<file path="src/pkg/zone_read_pkg.sv">
// constants and carrier types for the ascii zone/position register reader
package zone_read_pkg;
	localparam logic [7:0]  char_colon       = 8'h3a;
	localparam logic [7:0]  char_cr          = 8'h0d;
	localparam logic [7:0]  char_lf          = 8'h0a;
	localparam logic [7:0]  func_read_holding = 8'h03;
	localparam logic [7:0]  resp_byte_count  = 8'h02;
	localparam logic [15:0] addr_zone_status = 16'h9013;
	localparam logic [15:0] addr_completed_position = 16'h9014;
	localparam logic [15:0] reg_count_one    = 16'h0001;
	localparam logic [7:0]  slave_addr_min   = 8'h01;
	localparam logic [7:0]  slave_addr_max   = 8'h10;
	localparam int          query_chars      = 17;
	localparam int          response_chars   = 15;
	localparam int          query_hex_chars  = 14;
	localparam int          response_hex_chars = 12;
	localparam int          zone_one_bit     = 0;
	localparam int          zone_two_bit     = 1;
	localparam int          zone_position_bit = 8;
	localparam int          limit_select_bit0 = 12;
	localparam int          limit_select_bit1 = 13;
	localparam int          limit_select_bit2 = 14;

	typedef struct packed {
		logic zone_one_flag;
		logic zone_two_flag;
		logic zone_position_flag;
		logic limit_select_bit_zero;
		logic limit_select_bit_one;
		logic limit_select_bit_two;
	} zone_flags_type;

	typedef struct packed {
		logic       valid;
		logic [7:0] data;
	} char_type;
endpackage

</file>
<file path="src/logic/zone_position_reader.sv">
// ascii-framed reader answering the zone status and completed position registers
`timescale 1ns/1ns
// How it works
// RULE1: a valid 9013h read returns the live zone status word.
// RULE2: address is axis plus one, 01h..10h; only own address answered and echoed.
// RULE3: zone read query is function 03, start 9013h, count 0001.
// RULE4: position read query is function 03, start 9014h, count 0001.
// RULE5: 9014h reports completed position, or executed program on press variant.
// RULE6: response echoes 03, byte count 02, value as four hex digits msb first.
// RULE7: queries are 17 characters, responses 15 characters overall.
// RULE8: each frame carries a two-character lrc check after the data.
// RULE9: colon header, cr lf trailer, fields in uppercase hex digits.
// RULE10: zone word: zones in bits 0,1, position flag bit 8, limits 12..14.
// RULE11: undefined zone status bits read as zero.
// RULE12: frames with a mismatching check are dropped silently.
module zone_position_reader
	import zone_read_pkg::*;
(
	input  wire logic                          clk,
	input  wire logic                          resetn,
	input  wire logic [3:0]                    axis_number,
	input  wire logic                          press_variant,
	input  wire zone_read_pkg::zone_flags_type zone_flags,
	input  wire logic [15:0]                   completed_position,
	input  wire logic [15:0]                   executed_program,
	input  wire zone_read_pkg::char_type       rx_char,
	output logic                               tx_valid,
	output logic [7:0]                         tx_data,
	input  wire logic                          tx_ready
);
	import zone_read_pkg::*;

	typedef enum logic [1:0] {idle, receive, trailer, transmit} state_type;

	// query bytes: address, function, start pair, count pair, check
	localparam int query_bytes = query_hex_chars / 2;

	// byte index is three bits and the tx counter four, so both layouts are capped
	if (query_bytes > 8 || response_chars > 16 || query_chars != query_hex_chars + 3
		|| response_chars != response_hex_chars + 3)
	begin
		$error("frame layout does not fit the reader counters");
	end

	function automatic logic [4:0] hex_value(input logic [7:0] c);
		if (c >= 8'h30 && c <= 8'h39)
			hex_value = {1'b1, c[3:0]};
		else if (c >= 8'h41 && c <= 8'h46)
			hex_value = {1'b1, c[3:0] + 4'h9};
		else
			hex_value = 5'h00;
	endfunction

	function automatic logic [7:0] hex_char(input logic [3:0] n);
		hex_char = (n < 4'ha) ? {4'h3, n} : {4'h4, n - 4'h9}; // RULE9
	endfunction

	state_type   state_reg, state_next;
	logic [7:0]  bytes_reg [0:query_bytes-1];
	logic [7:0]  bytes_next [0:query_bytes-1];
	logic [3:0]  count_reg, count_next;
	logic [3:0]  nib_reg, nib_next;
	logic        bad_reg, bad_next;
	logic [7:0]  lrc_reg, lrc_next;
	logic [15:0] word_reg, word_next;
	logic [7:0]  tx_data_reg, tx_data_next;
	logic        tx_valid_reg, tx_valid_next;
	logic [15:0] zone_word;
	logic [7:0]  own_addr;
	logic [7:0]  resp_lrc;
	logic [4:0]  hv;
	logic        query_ok;

	always_comb
	begin
		zone_word = '0; // RULE11
		zone_word[zone_one_bit]      = zone_flags.zone_one_flag; // RULE10
		zone_word[zone_two_bit]      = zone_flags.zone_two_flag;
		zone_word[zone_position_bit] = zone_flags.zone_position_flag;
		zone_word[limit_select_bit0] = zone_flags.limit_select_bit_zero;
		zone_word[limit_select_bit1] = zone_flags.limit_select_bit_one;
		zone_word[limit_select_bit2] = zone_flags.limit_select_bit_two;
	end

	assign own_addr = {4'h0, axis_number} + slave_addr_min; // RULE2
	assign hv = hex_value(rx_char.data);
	// bytes 0..5 content, byte 6 received check; sum of all seven is zero when good
	assign query_ok = !bad_reg && count_reg == 4'(query_bytes) && lrc_reg == 8'h00 // RULE8 RULE12
		&& bytes_reg[0] == own_addr && own_addr <= slave_addr_max // RULE2
		&& bytes_reg[1] == func_read_holding // RULE3 RULE4
		&& bytes_reg[2] == addr_zone_status[15:8]
		&& (bytes_reg[3] == addr_zone_status[7:0]
			|| bytes_reg[3] == addr_completed_position[7:0])
		&& {bytes_reg[4], bytes_reg[5]} == reg_count_one;
	assign resp_lrc = 8'h00 - (own_addr + func_read_holding + resp_byte_count
		+ word_reg[15:8] + word_reg[7:0]);

	always_comb
	begin
		state_next    = state_reg;
		count_next    = count_reg;
		nib_next      = nib_reg;
		bad_next      = bad_reg;
		lrc_next      = lrc_reg;
		word_next     = word_reg;
		tx_data_next  = tx_data_reg;
		tx_valid_next = tx_valid_reg;
		for (int i = 0; i < query_bytes; i++)
			bytes_next[i] = bytes_reg[i];
		// a colon restarts framing in every state but transmit, so a torn frame cannot wedge the reader
		if (rx_char.valid && rx_char.data == char_colon && state_reg != transmit)
		begin
			state_next = receive; // RULE9
			count_next = '0;
			nib_next   = '0;
			bad_next   = 1'b0;
			lrc_next   = '0;
		end
		else
		begin
			case (state_reg)
				idle:
					;
				receive:
					if (rx_char.valid)
					begin
						if (rx_char.data == char_cr)
							state_next = (nib_reg == 4'd0) ? trailer : idle;
						else if (!hv[4] || count_reg == 4'(query_bytes))
							bad_next = 1'b1;
						else if (nib_reg == 4'd0)
						begin
							nib_next = {1'b1, hv[2:0]};
							word_next[3:0] = hv[3:0];
						end
						else
						begin
							bytes_next[count_reg[2:0]] = {word_reg[3:0], hv[3:0]};
							lrc_next   = lrc_reg + {word_reg[3:0], hv[3:0]};
							count_next = count_reg + 4'd1;
							nib_next   = '0;
						end
					end
				trailer:
					if (rx_char.valid)
					begin
						state_next = idle;
						if (rx_char.data == char_lf && query_ok) // RULE7
						begin
							state_next = transmit;
							count_next = '0;
							word_next  = (bytes_reg[3] == addr_zone_status[7:0]) ? zone_word // RULE1
								: (press_variant ? executed_program : completed_position); // RULE5
							tx_valid_next = 1'b1;
							tx_data_next  = char_colon;
						end
					end
				transmit:
					if (tx_ready)
					begin
						count_next = count_reg + 4'd1;
						case (count_reg) // RULE6 RULE7
							4'd0:  tx_data_next = hex_char(own_addr[7:4]); // RULE2
							4'd1:  tx_data_next = hex_char(own_addr[3:0]);
							4'd2:  tx_data_next = hex_char(func_read_holding[7:4]);
							4'd3:  tx_data_next = hex_char(func_read_holding[3:0]);
							4'd4:  tx_data_next = hex_char(resp_byte_count[7:4]);
							4'd5:  tx_data_next = hex_char(resp_byte_count[3:0]);
							4'd6:  tx_data_next = hex_char(word_reg[15:12]);
							4'd7:  tx_data_next = hex_char(word_reg[11:8]);
							4'd8:  tx_data_next = hex_char(word_reg[7:4]);
							4'd9:  tx_data_next = hex_char(word_reg[3:0]);
							4'd10: tx_data_next = hex_char(resp_lrc[7:4]); // RULE8
							4'd11: tx_data_next = hex_char(resp_lrc[3:0]);
							4'd12: tx_data_next = char_cr;
							4'd13: tx_data_next = char_lf;
							default:
							begin
								tx_valid_next = 1'b0;
								state_next    = idle;
							end
						endcase
					end
				default:
					state_next = idle;
			endcase
		end
	end

	always_ff @(posedge clk)
	begin
		if (!resetn)
		begin
			state_reg    <= idle;
			count_reg    <= '0;
			nib_reg      <= '0;
			bad_reg      <= 1'b0;
			lrc_reg      <= '0;
			word_reg     <= '0;
			tx_data_reg  <= '0;
			tx_valid_reg <= 1'b0;
			for (int i = 0; i < query_bytes; i++)
				bytes_reg[i] <= '0;
		end
		else
		begin
			state_reg    <= state_next;
			count_reg    <= count_next;
			nib_reg      <= nib_next;
			bad_reg      <= bad_next;
			lrc_reg      <= lrc_next;
			word_reg     <= word_next;
			tx_data_reg  <= tx_data_next;
			tx_valid_reg <= tx_valid_next;
			for (int i = 0; i < query_bytes; i++)
				bytes_reg[i] <= bytes_next[i];
		end
	end

	assign tx_valid = tx_valid_reg;
	assign tx_data  = tx_data_reg;
endmodule

</file>
<file path="config.mk">
export PLATFORM = sky130hd
export DESIGN_NAME = zone_position_reader
export DESIGN_NICKNAME = d
export VERILOG_FILES = /design/src/pkg/zone_read_pkg.sv /design/src/logic/zone_position_reader.sv
export SDC_FILE = /design/constraint.sdc
export NUM_CORES = 1
export LEC_CHECK = 0
export ABC_AREA = 1
export CAP_MARGIN = 20
export CELL_PAD_IN_SITES_DETAIL_PLACEMENT = 1
export CELL_PAD_IN_SITES_GLOBAL_PLACEMENT = 2
export CORE_MARGIN = 1
export CORE_UTILIZATION = 33
export CTS_BUF_LIST = sky130_fd_sc_hd__clkbuf_4 sky130_fd_sc_hd__clkbuf_8
export DETAILED_ROUTE_END_ITERATION = 10
export DONT_BUFFER_PORTS = 1
export MAX_ROUTING_LAYER = met4
export PLACE_DENSITY_LB_ADDON = 0.25
export SLEW_MARGIN = 20
export SYNTH_ARGS = -nofsm -noshare
export SYNTH_HDL_FRONTEND = slang
export SYNTH_SLANG_ARGS = --single-unit
</file>
<file path="constraint.sdc">
create_clock -name clk -period 3.11 [get_ports clk]
set_input_delay 0.311 -clock clk [delete_from_list [all_inputs] [get_ports clk]]
set_output_delay 0.311 -clock clk [all_outputs]
set_load 0.02 [all_outputs]
</file>
==> impl_metrics.tcl <==
set metrics [dict create \
    cts_hold_buf 0 \
    skew_ns 0.0167 \
    place_congestion 0.912 \
    end_kind "flop" \
    cap_violations 0 \
    period_minus_slack_ns 2.89 \
    vias 5903 \
    vias_per_cell 4.98 \
    synthDominantCellAreaShare_pct 29.7 \
    relSlewSlack_pct 60.4 \
    hold_violations 0 \
    antenna_found_initial 0 \
    power.density_nw_per_um2 335 \
    io_pins 64 \
    holdPathStages 2 \
    ys_seq_elements 90 \
    num-nets-final 1052 \
    seq_area_frac_synth_pct 29.7 \
    portBuffers 0 \
    cpMostUsedCell "nand3_1" \
    status "finished clean" \
    cts.clk_slew.worst_paths_ns 0.11 \
    cp_num_buf_inv 3 \
    synth_top_area_cell "dfxtp_1" \
    cts.path.max_buffers 2 \
    cts_tree "done" \
    drc_errors 0 \
    leakagePower_nw 2.83 \
    wire_per_inst_um 16.3 \
    grt_pass1_wl_mm 31.3 \
    hp-class "input pin to flop" \
    p_sw_share_pct 30.3 \
    post_cts_resized 0 \
    max_stage_delay_ns 0.55 \
    rsz0062_at_grt "false" \
    pwr-share-seq_pct 52.3 \
    rows 49 \
    grt_start_max_net_pins 47 \
    fin_hold_ws_ns 0.0364 \
    setup_viol 0 \
    synth-warning-count 0 \
    cts.sinks 90 \
    ctsRootBufferMaster "clkbuf_8" \
    die_area_sq_um 18900 \
    diodes 0 \
    n_fill_cell 2352 \
    die_h_um 138 \
    cts_max_level 3 \
    cts_made_buffers 9 \
    power.internal_w 0.00156 \
    routed_wl_mm 19.3 \
    worstPathArrival_ns 3.18 \
    drt_pass1_iterations 4 \
    fin_crit_sh_pct 93.1 \
    crit_required_ns 3.39 \
    crit_cells 16 \
    grt_use_total_pct 22.7 \
    grt_overflow 0 \
    drt_iter0_markers 248 \
    coreArea_sq_um 18000 \
    crit_slowest_cell "fa_2" \
    syn_area_per_cell_sq_um 6.45 \
    dpl.hpwl_mm 15.3 \
    clk-insertion-delay-late_ns 0.39 \
    synthTopCellsByArea "dfxtp_1, nand2_1, nor2_1, ha_1, inv_1" \
    p_comb_share_pct 10.7 \
    dp_cells 1169 \
    ir_worst_vdd_mv 0.247 \
    antenna_left 0 \
    maxSlewViolCount 0 \
    switchingPower_w 0.000675 \
    clkPwrFrac_pct 37.1 \
    startpoint_type "flop" \
    synth_fp_nets 1041 \
    worst_slew_pin_slew_ns 0.592 \
    syn_area_sq_um 6060 \
    drive_above_1_share_pct 7.32 \
    crit_family "adder cells" \
    yosysUniqueCellTypes 41 \
    grt_pass1_vias 5914 \
    fmax_mhz 345 \
    start_util_pct 33.8 \
    largest_reg_flops 48 \
    r2r_cells 16 \
    syn_inst 940 \
    chipWidth_um 138 \
    criticalPathCategory "flop to flop" \
    path_cells "ha_4 > fa_1 > inv_1 > ha_1 > fa_2 > nand2_1 > inv_1 > nand3_1 > nand3_1 > o21ai_0 > inv_1 > nand3_1 > nor2_2 > nand2_1 > nand3_1 > a21oi_1" \
    stdcell_count 1185 \
    postCtsSetupBuffers 0 \
    worst-path-max-fanout 3 \
    area_delta_synth_final_pct 9.74 \
]
[cells by family after synthesis]
logic type | synth area share, %
AOI/OAI and AO/OA | 15.3
xor gates and xnor gates | 2.46
adders and majority gates | 10.4
buffers and inverters | 9.72
DFF | 29.7
other | 0.0618
and+or+nand+nor | 32.4
[power by group through the flow]
stage | Combinational (W) | Clock, W | Sequential (W)
after global placement | 0.000237 | 0 | 0.00119
final | 0.000238 | 0.000827 | 0.00117
after floorplan | 0.000177 | 0 | 0.00119
after CTS | 0.000240 | 0.000859 | 0.00117
after detailed placement | 0.000238 | 0 | 0.00119
after global routing | 0.000270 | 0.000907 | 0.00117
[synth_stat cells (all sizes together)]
library cell  instances
xor2                 13
nand4                10
fa                    7
clkinv                1
a31o                  1
inv                 124
ha                   39
o32ai                 1
conb                  1
o221ai                1
clkbuf               20
o22ai                10
nor2                162
nor3b                 1
nand3                69
o21ai                65
nand2               205
o21a                  2
or2                   6
nor4                  1
o41ai                 1
o21bai                1
nand3b                5
a21oi                58
buf                   6
and2                  1
a211oi                8
dfxtp                90
a31oi                 7
nor3                  8
xnor2                 4
o211ai               12
[per-stage QoR]
step	power, W	area, sq um	TNS, ns	setup slack [ns]	utilization, %
after CTS	0.00227	6620	0	0.0375	36.8
final	0.00223	6650	0	0.215	37.0
after global routing	0.00234	6650	0	0.00870	37.0
after global placement	0.00143	6430	-0.0192	-0.0192	35.8
after detailed placement	0.00143	6430	-0.220	-0.0994	35.8
after floorplan	0.00137	6060	0	0.200	-
[cell type report]
type | count | area [sq um] | share of cell area (%)
clock inverters | 7 | 68.8 | 1.03
well taps | 229 | 287 | 4.31
flip-flops and latches | 90 | 1800 | 27.1
inverters | 125 | 470 | 7.07
clock buffers | 9 | 124 | 1.86
repair buffers | 26 | 195 | 2.93
multi-input cells | 699 | 3700 | 55.7
[routing by layer]
metal | global-route usage [%] | part of all wire, % | vias up
met5 | - | 0 | -
met4 | 5.31 | 1.4 | 0
met3 | 3.83 | 2.3 | 15
met2 | 37.5 | 48 | 68
met1 | 28.6 | 48 | 2758
li1 | - | - | 3062
[cell usage in the layout, fill, tap and decap left out, types with 4 or more instances in the layout]
cell type / synthesis / final
o22ai_1: 10 / 10
nand4_1: 10 / 10
inv_2: 6 / 6
o211ai_1: 12 / 12
a31oi_1: 7 / 7
nor2_1: 160 / 158
dfxtp_1: 90 / 88
o21ai_0: 63 / 62
a21oi_1: 58 / 58
xor2_1: 13 / 13
nand3b_1: 5 / 5
ha_1: 39 / 38
fa_1: 7 / 6
or2_2: 6 / 6
xnor2_1: 4 / 4
a211oi_1: 8 / 8
nand3_1: 68 / 67
nand2_1: 203 / 203
buf_4: 3 / 26
nor3_1: 6 / 6
clkbuf_8: 0 / 9
inv_1: 118 / 118
[final timing paths]
path | start | endpoint | slack [ns]
max | word_reg[10]$_SDFFE_PN0P_ | tx_data[2]$_SDFFE_PN0P_ | 0.22
min | resetn | bytes_reg[4][5]$_SDFFE_PN0P_ | 0.04
max reg2reg | word_reg[10]$_SDFFE_PN0P_ | tx_data[2]$_SDFFE_PN0P_ | 0.22
min reg2reg | bytes_reg[3][5]$_SDFFE_PN0P_ | bytes_reg[3][5]$_SDFFE_PN0P_ | 0.46
Note: power is estimated with default switching activity, not from simulation.
